## src/verilog/ppo_pkg.sv

```systemverilog
// Behaviour
// timer0 compare-A drives port D bit 6 when enabled and direction bit set
// timer0 compare-B drives port D bit 5 when enabled and direction bit set
// timer2 compare-B drives port D bit 3 when enabled and direction bit set
// transmitter enable forces port D bit 1 output, transmit data, pull-up off
// receiver enable forces port D bit 0 input, synchronized value to receiver
// receiver-owned bit 0 pull-up follows output bit, gated by pull-up disable
// bit 4 carries external clock; mode select drives it; input feeds clock, timer0
// port D bits are pin-change sources 16..23; mask and group force input buffer
// bit 3 feeds ext irq one, bit 2 ext irq zero; enable forces input buffer
// bit 5 feeds timer1 count input, bit 4 timer0 count input, no override
// software sets comparator pins 7 and 6 as inputs with pull-ups off
// global pull-up disable turns off every port pull-up
// input-pins registers are read-only sampled levels; reserved bits read zero
// port B output and direction read-write, reset zero, pins start as inputs
// port C bit 7 reserved, read-only zero in all three registers
// control register reserved bits zero, brown-out bits read-only, all reset zero
// reset-pin function on port C bit 6 reads zero in all three registers
// each asserted override enable replaces the register-derived pin control
// each register answers at its address and at the address 0x20 higher
package ppo_pkg;

	// ----------------------------------------------------------------
	// register offsets (word index; byte address is four times it)
	// ----------------------------------------------------------------
	localparam logic [7:0] PPO_PORT_B_INPUT_PINS = 8'h03;
	localparam logic [7:0] PPO_PORT_B_DIRECTION = 8'h04;
	localparam logic [7:0] PPO_PORT_B_OUTPUT = 8'h05;
	localparam logic [7:0] PPO_PORT_C_INPUT_PINS = 8'h06;
	localparam logic [7:0] PPO_PORT_C_DIRECTION = 8'h07;
	localparam logic [7:0] PPO_PORT_C_OUTPUT = 8'h08;
	localparam logic [7:0] PPO_MICRO_CONTROL = 8'h35;
	localparam logic [7:0] PPO_DATA_SPACE_OFS = 8'h20;
	localparam logic [7:0] PPO_PORT_D_OVR_CTRL = 8'h40;

	// ----------------------------------------------------------------
	// field positions and masks
	// ----------------------------------------------------------------
	localparam int PPO_MC_PUD_BIT = 4;
	localparam logic [7:0] PPO_MC_WR_MASK = 8'h13;
	localparam logic [7:0] PPO_PORT_C_MASK = 8'h7F;
	localparam int PPO_PC_RESET_BIT = 6;
	localparam int PPO_PD_RXD = 0;
	localparam int PPO_PD_TXD = 1;
	localparam int PPO_PD_EXT_IRQ_ZERO_INPUT = 2;
	localparam int PPO_PD_EXT_IRQ_ONE_INPUT = 3;
	localparam int PPO_PD_XCK = 4;
	localparam int PPO_PD_TIMER0_COMPARE_B_OUT = 5;
	localparam int PPO_PD_TIMER0_COMPARE_A_OUT = 6;

	// ----------------------------------------------------------------
	// reset values
	// ----------------------------------------------------------------
	localparam logic [7:0] PPO_RESET_ZERO = 8'h00;

endpackage

```

## src/verilog/ppo_pin_sync.sv

```systemverilog
`timescale 1ns/10ps
// two-stage synchroniser for a bus of pin levels
module ppo_pin_sync #(
	parameter int WIDTH = 8
) (
	input wire logic clock, // system clock
	input wire logic rst_b, // sync reset, active low
	input wire logic clk_en, // freeze when low
	input wire logic [WIDTH-1:0] async_in, // raw pin levels
	output logic [WIDTH-1:0] sync_out // synchronised levels
);
	logic [WIDTH-1:0] meta_r;

	// first stage read only by the second
	always_ff @(posedge clock) begin
		if (!rst_b) begin
			meta_r <= '0;
			sync_out <= '0;
		end else if (clk_en) begin
			meta_r <= async_in;
			sync_out <= meta_r;
		end
	end
endmodule

```

## src/verilog/ppo_port_pin_override_logic.sv

```systemverilog
// The Avalon-MM interface to the registers was decided locally.
`timescale 1ns/10ps
module ppo_port_pin_override_logic
	import ppo_pkg::*;
(
	input wire logic clock, // system clock
	input wire logic rst_b, // sync reset, active low
	input wire logic clk_en, // freezes all state when low
	// avalon-mm slave
	input wire logic [9:0] avs_address, // byte address
	input wire logic avs_read, // read request
	input wire logic avs_write, // write request
	input wire logic [31:0] avs_writedata, // write data
	input wire logic [3:0] avs_byteenable, // byte lanes
	output logic [31:0] avs_readdata, // read data
	output logic avs_waitrequest, // stall
	output logic avs_response_err, // unmapped access
	// port b and c pins
	input wire logic [7:0] port_b_pin_in, // port b pad levels
	output logic [7:0] port_b_pin_out, // port b drive value
	output logic [7:0] port_b_pin_oe, // port b drive enable
	output logic [7:0] port_b_pullup, // port b pull-up on
	input wire logic [6:0] port_c_pin_in, // port c pad levels
	output logic [6:0] port_c_pin_out, // port c drive value
	output logic [6:0] port_c_pin_oe, // port c drive enable
	output logic [6:0] port_c_pullup, // port c pull-up on
	input wire logic reset_pin_function, // port c bit 6 is reset pin
	// port d pins
	input wire logic [7:0] port_d_pin_in, // port d pad levels
	input wire logic [7:0] port_d_direction, // port d direction bits
	input wire logic [7:0] port_d_output, // port d output bits
	output logic [7:0] port_d_pin_out, // port d drive value
	output logic [7:0] port_d_pin_oe, // port d drive enable
	output logic [7:0] port_d_pullup, // port d pull-up on
	output logic [7:0] port_d_input_buf_en, // digital input buffer on
	// peripherals
	input wire logic timer0_compare_a_out, // compare-a waveform
	input wire logic timer0_compare_a_en, // compare-a enable
	input wire logic timer0_compare_b_out, // compare-b waveform
	input wire logic timer0_compare_b_en, // compare-b enable
	input wire logic timer2_compare_b_out, // timer2 compare-b waveform
	input wire logic timer2_compare_b_en, // timer2 compare-b enable
	input wire logic transmitter_enable, // usart tx enable
	input wire logic transmit_data, // usart serial out
	input wire logic receiver_enable, // usart rx enable
	input wire logic serial_mode_select, // usart sync mode
	input wire logic serial_ext_clock_gen, // generated usart clock
	input wire logic [7:0] pin_change_source, // pin-change masks 16..23
	input wire logic pin_change_group1_enable, // group 1 enable
	input wire logic pin_change_group2_enable, // group 2 enable
	input wire logic ext_irq_zero_enable, // ext irq 0 enabled
	input wire logic ext_irq_one_enable, // ext irq 1 enabled
	output logic receive_data, // rx input to usart
	output logic serial_ext_clock, // usart clock input
	output logic timer0_count_input, // timer0 count input
	output logic timer1_count_input, // timer1 count input
	output logic ext_irq_zero_input, // ext irq 0 input
	output logic ext_irq_one_input, // ext irq 1 input
	output logic [7:0] port_d_pin_level // synchronised port d levels
);
	// ----------------------------------------------------------------
	// registers and synchronisers
	// ----------------------------------------------------------------
	logic [7:0] b_dir_r, b_out_r, c_dir_r, c_out_r, mc_r;
	logic [7:0] b_sync, c_sync_raw, d_sync;
	logic [7:0] c_pins_in;
	logic [7:0] b_in_r, c_in_r;
	logic ack_r;
	logic global_pullup_disable;

	assign c_pins_in = {1'b0, port_c_pin_in};
	assign global_pullup_disable = mc_r[PPO_MC_PUD_BIT];

	// pad levels are asynchronous, so all pass two flops
	ppo_pin_sync #(.WIDTH(8)) u_sync_b (
		.clock(clock), .rst_b(rst_b), .clk_en(clk_en),
		.async_in(port_b_pin_in), .sync_out(b_sync));
	ppo_pin_sync #(.WIDTH(8)) u_sync_c (
		.clock(clock), .rst_b(rst_b), .clk_en(clk_en),
		.async_in(c_pins_in), .sync_out(c_sync_raw));
	ppo_pin_sync #(.WIDTH(8)) u_sync_d (
		.clock(clock), .rst_b(rst_b), .clk_en(clk_en),
		.async_in(port_d_pin_in), .sync_out(d_sync));

	// ----------------------------------------------------------------
	// bus decode
	// ----------------------------------------------------------------
	// fold the data-space alias onto the io offset
	function automatic logic [7:0] reg_index(input logic [9:0] addr);
		logic [7:0] idx;
		idx = addr[9:2];
		// fold only when the io index itself is free, so 0x35 is never moved
		if (!is_mapped(idx) && is_mapped(idx - PPO_DATA_SPACE_OFS) &&
			idx != PPO_PORT_D_OVR_CTRL)
			idx = idx - PPO_DATA_SPACE_OFS;
		return idx;
	endfunction

	function automatic logic is_mapped(input logic [7:0] idx);
		return idx == PPO_PORT_B_INPUT_PINS || idx == PPO_PORT_B_DIRECTION ||
			idx == PPO_PORT_B_OUTPUT || idx == PPO_PORT_C_INPUT_PINS ||
			idx == PPO_PORT_C_DIRECTION || idx == PPO_PORT_C_OUTPUT ||
			idx == PPO_MICRO_CONTROL;
	endfunction

	logic [7:0] idx;
	logic req, wr_ok;
	assign idx = reg_index(avs_address);
	assign req = (avs_read || avs_write) && !ack_r;
	// write lands only on the edge where the master sees waitrequest low
	assign wr_ok = ack_r && avs_write && avs_byteenable[0] && clk_en;

	// one wait cycle: request is taken on the edge where waitrequest is low
	always_ff @(posedge clock) begin
		if (!rst_b) begin
			ack_r <= 1'b0;
			avs_waitrequest <= 1'b1;
		end else if (clk_en) begin
			ack_r <= req;
			avs_waitrequest <= !req;
		end
	end

	// port b registers, reset to inputs with no pull-up
	always_ff @(posedge clock) begin
		if (!rst_b) begin
			b_dir_r <= PPO_RESET_ZERO;
			b_out_r <= PPO_RESET_ZERO;
		end else if (wr_ok && idx == PPO_PORT_B_DIRECTION) begin
			b_dir_r <= avs_writedata[7:0];
		end else if (wr_ok && idx == PPO_PORT_B_OUTPUT) begin
			b_out_r <= avs_writedata[7:0];
		end
	end

	// port c registers; reserved bit 7 never stored
	always_ff @(posedge clock) begin
		if (!rst_b) begin
			c_dir_r <= PPO_RESET_ZERO;
			c_out_r <= PPO_RESET_ZERO;
		end else if (wr_ok && idx == PPO_PORT_C_DIRECTION) begin
			c_dir_r <= avs_writedata[7:0] & PPO_PORT_C_MASK;
		end else if (wr_ok && idx == PPO_PORT_C_OUTPUT) begin
			c_out_r <= avs_writedata[7:0] & PPO_PORT_C_MASK;
		end
	end

	// control register: only pull-up disable and vector bits are writable
	always_ff @(posedge clock) begin
		if (!rst_b) begin
			mc_r <= PPO_RESET_ZERO;
		end else if (wr_ok && idx == PPO_MICRO_CONTROL) begin
			mc_r <= avs_writedata[7:0] & PPO_MC_WR_MASK;
		end
	end

	// sampled pin levels, reserved and reset-pin bits forced to zero
	always_ff @(posedge clock) begin
		if (!rst_b) begin
			b_in_r <= PPO_RESET_ZERO;
			c_in_r <= PPO_RESET_ZERO;
		end else if (clk_en) begin
			b_in_r <= b_sync;
			c_in_r <= c_sync_raw & PPO_PORT_C_MASK;
			if (reset_pin_function)
				c_in_r[PPO_PC_RESET_BIT] <= 1'b0;
		end
	end

	// read mux; reset pin hides port c bit 6 from software
	logic [7:0] rd_val, c_dir_vis, c_out_vis;
	always_comb begin
		c_dir_vis = c_dir_r;
		c_out_vis = c_out_r;
		if (reset_pin_function) begin
			c_dir_vis[PPO_PC_RESET_BIT] = 1'b0;
			c_out_vis[PPO_PC_RESET_BIT] = 1'b0;
		end
		case (idx)
			PPO_PORT_B_INPUT_PINS: rd_val = b_in_r;
			PPO_PORT_B_DIRECTION: rd_val = b_dir_r;
			PPO_PORT_B_OUTPUT: rd_val = b_out_r;
			PPO_PORT_C_INPUT_PINS: rd_val = c_in_r;
			PPO_PORT_C_DIRECTION: rd_val = c_dir_vis;
			PPO_PORT_C_OUTPUT: rd_val = c_out_vis;
			PPO_MICRO_CONTROL: rd_val = mc_r;
			default: rd_val = PPO_RESET_ZERO;
		endcase
	end

	// read data and error registered with the answer
	always_ff @(posedge clock) begin
		if (!rst_b) begin
			avs_readdata <= '0;
			avs_response_err <= 1'b0;
		end else if (clk_en) begin
			avs_readdata <= (req && avs_read) ? {24'h000000, rd_val} : '0;
			avs_response_err <= req && !is_mapped(idx);
		end
	end

	// ----------------------------------------------------------------
	// port b and c pin control
	// ----------------------------------------------------------------
	// pull-up only for input with output bit set and no global disable
	always_ff @(posedge clock) begin
		if (!rst_b) begin
			port_b_pin_out <= '0;
			port_b_pin_oe <= '0;
			port_b_pullup <= '0;
			port_c_pin_out <= '0;
			port_c_pin_oe <= '0;
			port_c_pullup <= '0;
		end else if (clk_en) begin
			port_b_pin_out <= b_out_r;
			port_b_pin_oe <= b_dir_r;
			port_b_pullup <= ~b_dir_r & b_out_r & {8{~global_pullup_disable}};
			port_c_pin_out <= c_out_r[6:0];
			port_c_pin_oe <= c_dir_r[6:0];
			port_c_pullup <= ~c_dir_r[6:0] & c_out_r[6:0] & {7{~global_pullup_disable}};
		end
	end

	// ----------------------------------------------------------------
	// port d override network
	// ----------------------------------------------------------------
	logic [7:0] pullup_override_enable, pullup_override_value, direction_override_enable, direction_override_value, output_value_override_enable, output_value_override_value, input_buffer_override_enable;
	logic [7:0] d_dir, d_val, d_pu, d_die;
	always_comb begin
		pullup_override_enable = '0;
		pullup_override_value = '0;
		direction_override_enable = '0;
		direction_override_value = '0;
		output_value_override_enable = '0;
		output_value_override_value = '0;
		// comparator pins 7/6 need no override: software keeps them inputs
		output_value_override_enable[PPO_PD_TIMER0_COMPARE_A_OUT] = timer0_compare_a_en;
		output_value_override_value[PPO_PD_TIMER0_COMPARE_A_OUT] = timer0_compare_a_out;
		output_value_override_enable[PPO_PD_TIMER0_COMPARE_B_OUT] = timer0_compare_b_en;
		output_value_override_value[PPO_PD_TIMER0_COMPARE_B_OUT] = timer0_compare_b_out;
		output_value_override_enable[PPO_PD_EXT_IRQ_ONE_INPUT] = timer2_compare_b_en;
		output_value_override_value[PPO_PD_EXT_IRQ_ONE_INPUT] = timer2_compare_b_out;
		output_value_override_enable[PPO_PD_XCK] = serial_mode_select;
		output_value_override_value[PPO_PD_XCK] = serial_ext_clock_gen;
		pullup_override_enable[PPO_PD_TXD] = transmitter_enable;
		direction_override_enable[PPO_PD_TXD] = transmitter_enable;
		direction_override_value[PPO_PD_TXD] = 1'b1;
		output_value_override_enable[PPO_PD_TXD] = transmitter_enable;
		output_value_override_value[PPO_PD_TXD] = transmit_data;
		pullup_override_enable[PPO_PD_RXD] = receiver_enable;
		direction_override_enable[PPO_PD_RXD] = receiver_enable;
		pullup_override_value[PPO_PD_RXD] = port_d_output[PPO_PD_RXD] & ~global_pullup_disable;
		// source 18 sits in group 1 as printed
		input_buffer_override_enable = pin_change_source & {{5{pin_change_group2_enable}},
			pin_change_group1_enable, {2{pin_change_group2_enable}}};
		input_buffer_override_enable[PPO_PD_EXT_IRQ_ZERO_INPUT] = input_buffer_override_enable[PPO_PD_EXT_IRQ_ZERO_INPUT] | ext_irq_zero_enable;
		input_buffer_override_enable[PPO_PD_EXT_IRQ_ONE_INPUT] = input_buffer_override_enable[PPO_PD_EXT_IRQ_ONE_INPUT] | ext_irq_one_enable;
		// every override enable picks its value over the register path
		d_dir = (direction_override_enable & direction_override_value) | (~direction_override_enable & port_d_direction);
		d_val = (output_value_override_enable & output_value_override_value) | (~output_value_override_enable & port_d_output);
		d_pu = (pullup_override_enable & pullup_override_value) |
			(~pullup_override_enable & ~port_d_direction & port_d_output & {8{~global_pullup_disable}});
		d_die = input_buffer_override_enable;
	end

	// port d pad drive; compare outputs only leave when direction is one
	always_ff @(posedge clock) begin
		if (!rst_b) begin
			port_d_pin_out <= '0;
			port_d_pin_oe <= '0;
			port_d_pullup <= '0;
			port_d_input_buf_en <= '0;
		end else if (clk_en) begin
			port_d_pin_out <= d_val;
			port_d_pin_oe <= d_dir;
			port_d_pullup <= d_pu;
			port_d_input_buf_en <= d_die;
		end
	end

	// peripheral inputs come from the synchronised digital path
	always_ff @(posedge clock) begin
		if (!rst_b) begin
			receive_data <= 1'b0;
			serial_ext_clock <= 1'b0;
			timer0_count_input <= 1'b0;
			timer1_count_input <= 1'b0;
			ext_irq_zero_input <= 1'b0;
			ext_irq_one_input <= 1'b0;
			port_d_pin_level <= '0;
		end else if (clk_en) begin
			receive_data <= d_sync[PPO_PD_RXD];
			serial_ext_clock <= d_sync[PPO_PD_XCK];
			timer0_count_input <= d_sync[PPO_PD_XCK];
			timer1_count_input <= d_sync[PPO_PD_TIMER0_COMPARE_B_OUT];
			ext_irq_zero_input <= d_sync[PPO_PD_EXT_IRQ_ZERO_INPUT];
			ext_irq_one_input <= d_sync[PPO_PD_EXT_IRQ_ONE_INPUT];
			port_d_pin_level <= d_sync;
		end
	end
endmodule

```

## config.mk

```make
export PLATFORM = sky130hd
export DESIGN_NAME = ppo_port_pin_override_logic
export DESIGN_NICKNAME = d
export VERILOG_FILES = /design/src/verilog/ppo_pkg.sv /design/src/verilog/ppo_pin_sync.sv /design/src/verilog/ppo_port_pin_override_logic.sv
export SDC_FILE = /design/constraint.sdc
export NUM_CORES = 1
export LEC_CHECK = 0
export ABC_AREA = 1
export BUFFER_PORTS_ARGS = -buffer_cell sky130_fd_sc_hd__buf_2
export CAP_MARGIN = 10
export CORE_MARGIN = 2
export CORE_UTILIZATION = 56
export DETAILED_ROUTE_END_ITERATION = 8
export PLACE_DENSITY = 0.86
export SYNTH_ARGS = -nofsm -noshare
export SYNTH_HDL_FRONTEND = slang
export SYNTH_HIERARCHICAL = 1
export SYNTH_SLANG_ARGS = --single-unit
```

## constraint.sdc

```tcl
create_clock -name clock -period 5.55 [get_ports clock]
set_input_delay 0.8325 -clock clock [delete_from_list [all_inputs] [get_ports clock]]
set_output_delay 0.8325 -clock clock [all_outputs]
set_load 0.02 [all_outputs]
```

==> flow_summary.json <==
{
  "status": "finished, final reports clean",
  "finalSetupViolCount": 0,
  "dpl_cell_area_sq_um": 8690,
  "power.share.switching": 0.250,
  "crit_path_start_kind": "input port",
  "htreeDepth": 4,
  "pwr-share-seq": 0.498,
  "drv_slew": 0,
  "grt.overflow.total": 0,
  "die_w_um": 123,
  "rsz0062_at_grt": "no",
  "tightestPinTransition_ns": 1.19,
  "cts_sinks": 190,
  "p_leak_nw": 4.46,
  "max_freq_mhz": 326,
  "drc": 0,
  "nFillCells": 1224,
  "design_area_sq_um": 9240,
  "crit_type": "in2reg",
  "netSwitchingPower_mw": 0.729,
  "max-slew-margin-rel": 0.206,
  "area_delta_synth_final_pct": 16.0,
  "worst_ep_arrival_time_ns": 3.38,
  "critical_path.endpoint_type": "register",
  "hold_path.class": "reg2reg",
  "grt_first_pass_wirelength_um": 31500,
  "cp_cell_sequence": "buf_2 -> inv_1 -> ha_1 -> inv_1 -> a21oi_1 -> nand2_1 -> a21oi_2 -> nand3_1 -> nand2_1 -> inv_2 -> nor2_8 -> nand3_1 -> o21ai_0 -> a21oi_1",
  "fin_skew_ns": 0.00978,
  "grt_pass1_vias": 6625,
  "wl_per_cell_um": 13.7,
  "layout_min_cycle_time_ns": 3.07,
  "max_stage_delay_ns": 0.50,
  "worst_path_max_delay_cell": "nand3_1",
  "path_max_fanout": 36,
  "comb_power_share": 0.106,
  "required_ns": 5.86,
  "cts_setup_buffers": 0,
  "drtIter0Drc": 653,
  "clk_pin_slew_ns": 0.07,
  "synthCells": 1098,
  "cts_inserted_buffers": 17,
  "synth_area_per_cell_sq_um": 7.25,
  "layout_common_cells": "nor2_1, nand2_1, dfxtp_1, buf_2, inv_1",
  "holdWs_ns": 0.463,
  "cap_violations": 0,
  "track_usage": 0.263,
  "pre_cts_slack_ns": 2.17,
  "antenna_found_initial": 0,
  "internal-power_mw": 2.19,
  "tns_ns": 0,
  "viasPerCell": 5.12,
  "postCtsResizedCells": 0,
  "fin_crit_sh": 0.553,
  "fin_ws_ns": 2.48,
  "dpl.hpwl_um": 13200,
  "firstDrtPassIters": 5,
  "final_common_cell": "nor2_1",
  "die_y_um": 123,
  "cts_hold_buffers": 0,
  "antenna_cells": 0,
  "p_clk_frac": 0.396,
  "core_area_sq_um": 13900,
  "place_congestion": 0.903,
  "row_count": 43,
  "vias": 7329,
  "clk_path_buf_depth": 2,
  "drive_above_1_share": 0.192,
  "postRouteAntennaNets": 0,
  "fp.dieArea_sq_um": 15200,
  "grt_max_degree": 99,
  "synth_area_sq_um": 7960,
  "portBuffers": 185,
  "powerDensity_nw_per_um2": 316,
  "hold_violations": 0,
  "start_util": 0.574,
  "layout.nets": 1358,
  "r2r_slack_ns": 3.54,
  "vdd_ir_drop_max_mv": 0.228,
  "ys_warn_count": 6,
  "wirelength_um": 19600,
  "root_buffer": "clkbuf_16",
  "clk_latency_ns": 0.43,
  "boundaryPins": 239,
  "cts_tree": "built"
}
layer usage:
layer	track usage	up-vias	wire (um)
met5	0	-	0
met4	0.113	0	553
met3	0.0756	44	1530
met2	0.425	293	9450
met1	0.327	3288	8030
li1	-	3704	-
cell type report:
class / count / area [sq um] / share of cell area
Sequential cell: 190 / 3800 / 0.412
Multi-Input combinational cell: 730 / 3270 / 0.354
Timing Repair Buffer: 190 / 968 / 0.105
Clock buffer: 21 / 450 / 0.0488
Inverter: 114 / 428 / 0.0463
Tap cell: 180 / 225 / 0.0244
Clock inverter: 7 / 91.3 / 0.00989
path summary, 6_finish.rpt:
| check | startpoint | endpoint | cells after the start |
|---|---|---|---|
| max reg2reg | ack_r | b_dir_r[5] | 5 |
| min reg2reg | port_d_pullup[0] | port_d_pullup[0] | 2 |
| max | avs_address[7] | b_dir_r[5] | 14 |
| min | port_d_pullup[0] | port_d_pullup[0] | 2 |
metrics by stage:
| step | std cells | total power, mW | util |
|---|---|---|---|
| floorplan | 1121 | 1.71 | - |
| global placement | 1404 | 1.78 | 0.626 |
| detailed placement | 1404 | 1.79 | 0.626 |
| CTS | 1432 | 2.93 | 0.665 |
| global route | 1432 | 3.04 | 0.665 |
| finish | 1432 | 2.91 | 0.665 |
power groups by stage:
stage | Clock (mW) | Combinational [mW] | Sequential, mW
global route | 1.23 | 0.349 | 1.46
CTS | 1.17 | 0.308 | 1.45
detailed placement | 0 | 0.307 | 1.48
global placement | 0 | 0.301 | 1.48
floorplan | 0 | 0.197 | 1.51
finish | 1.15 | 0.309 | 1.45
critical path: cells and delay by family:
kind                       cells  cell delay [ns]
and+or+nand+nor                5             1.21
AOI/OAI and AO/OA              4             0.71
buffers and inverters          4             0.33
adders and majority gates      1             0.28
Note: power is estimated with default switching activity, not from simulation.
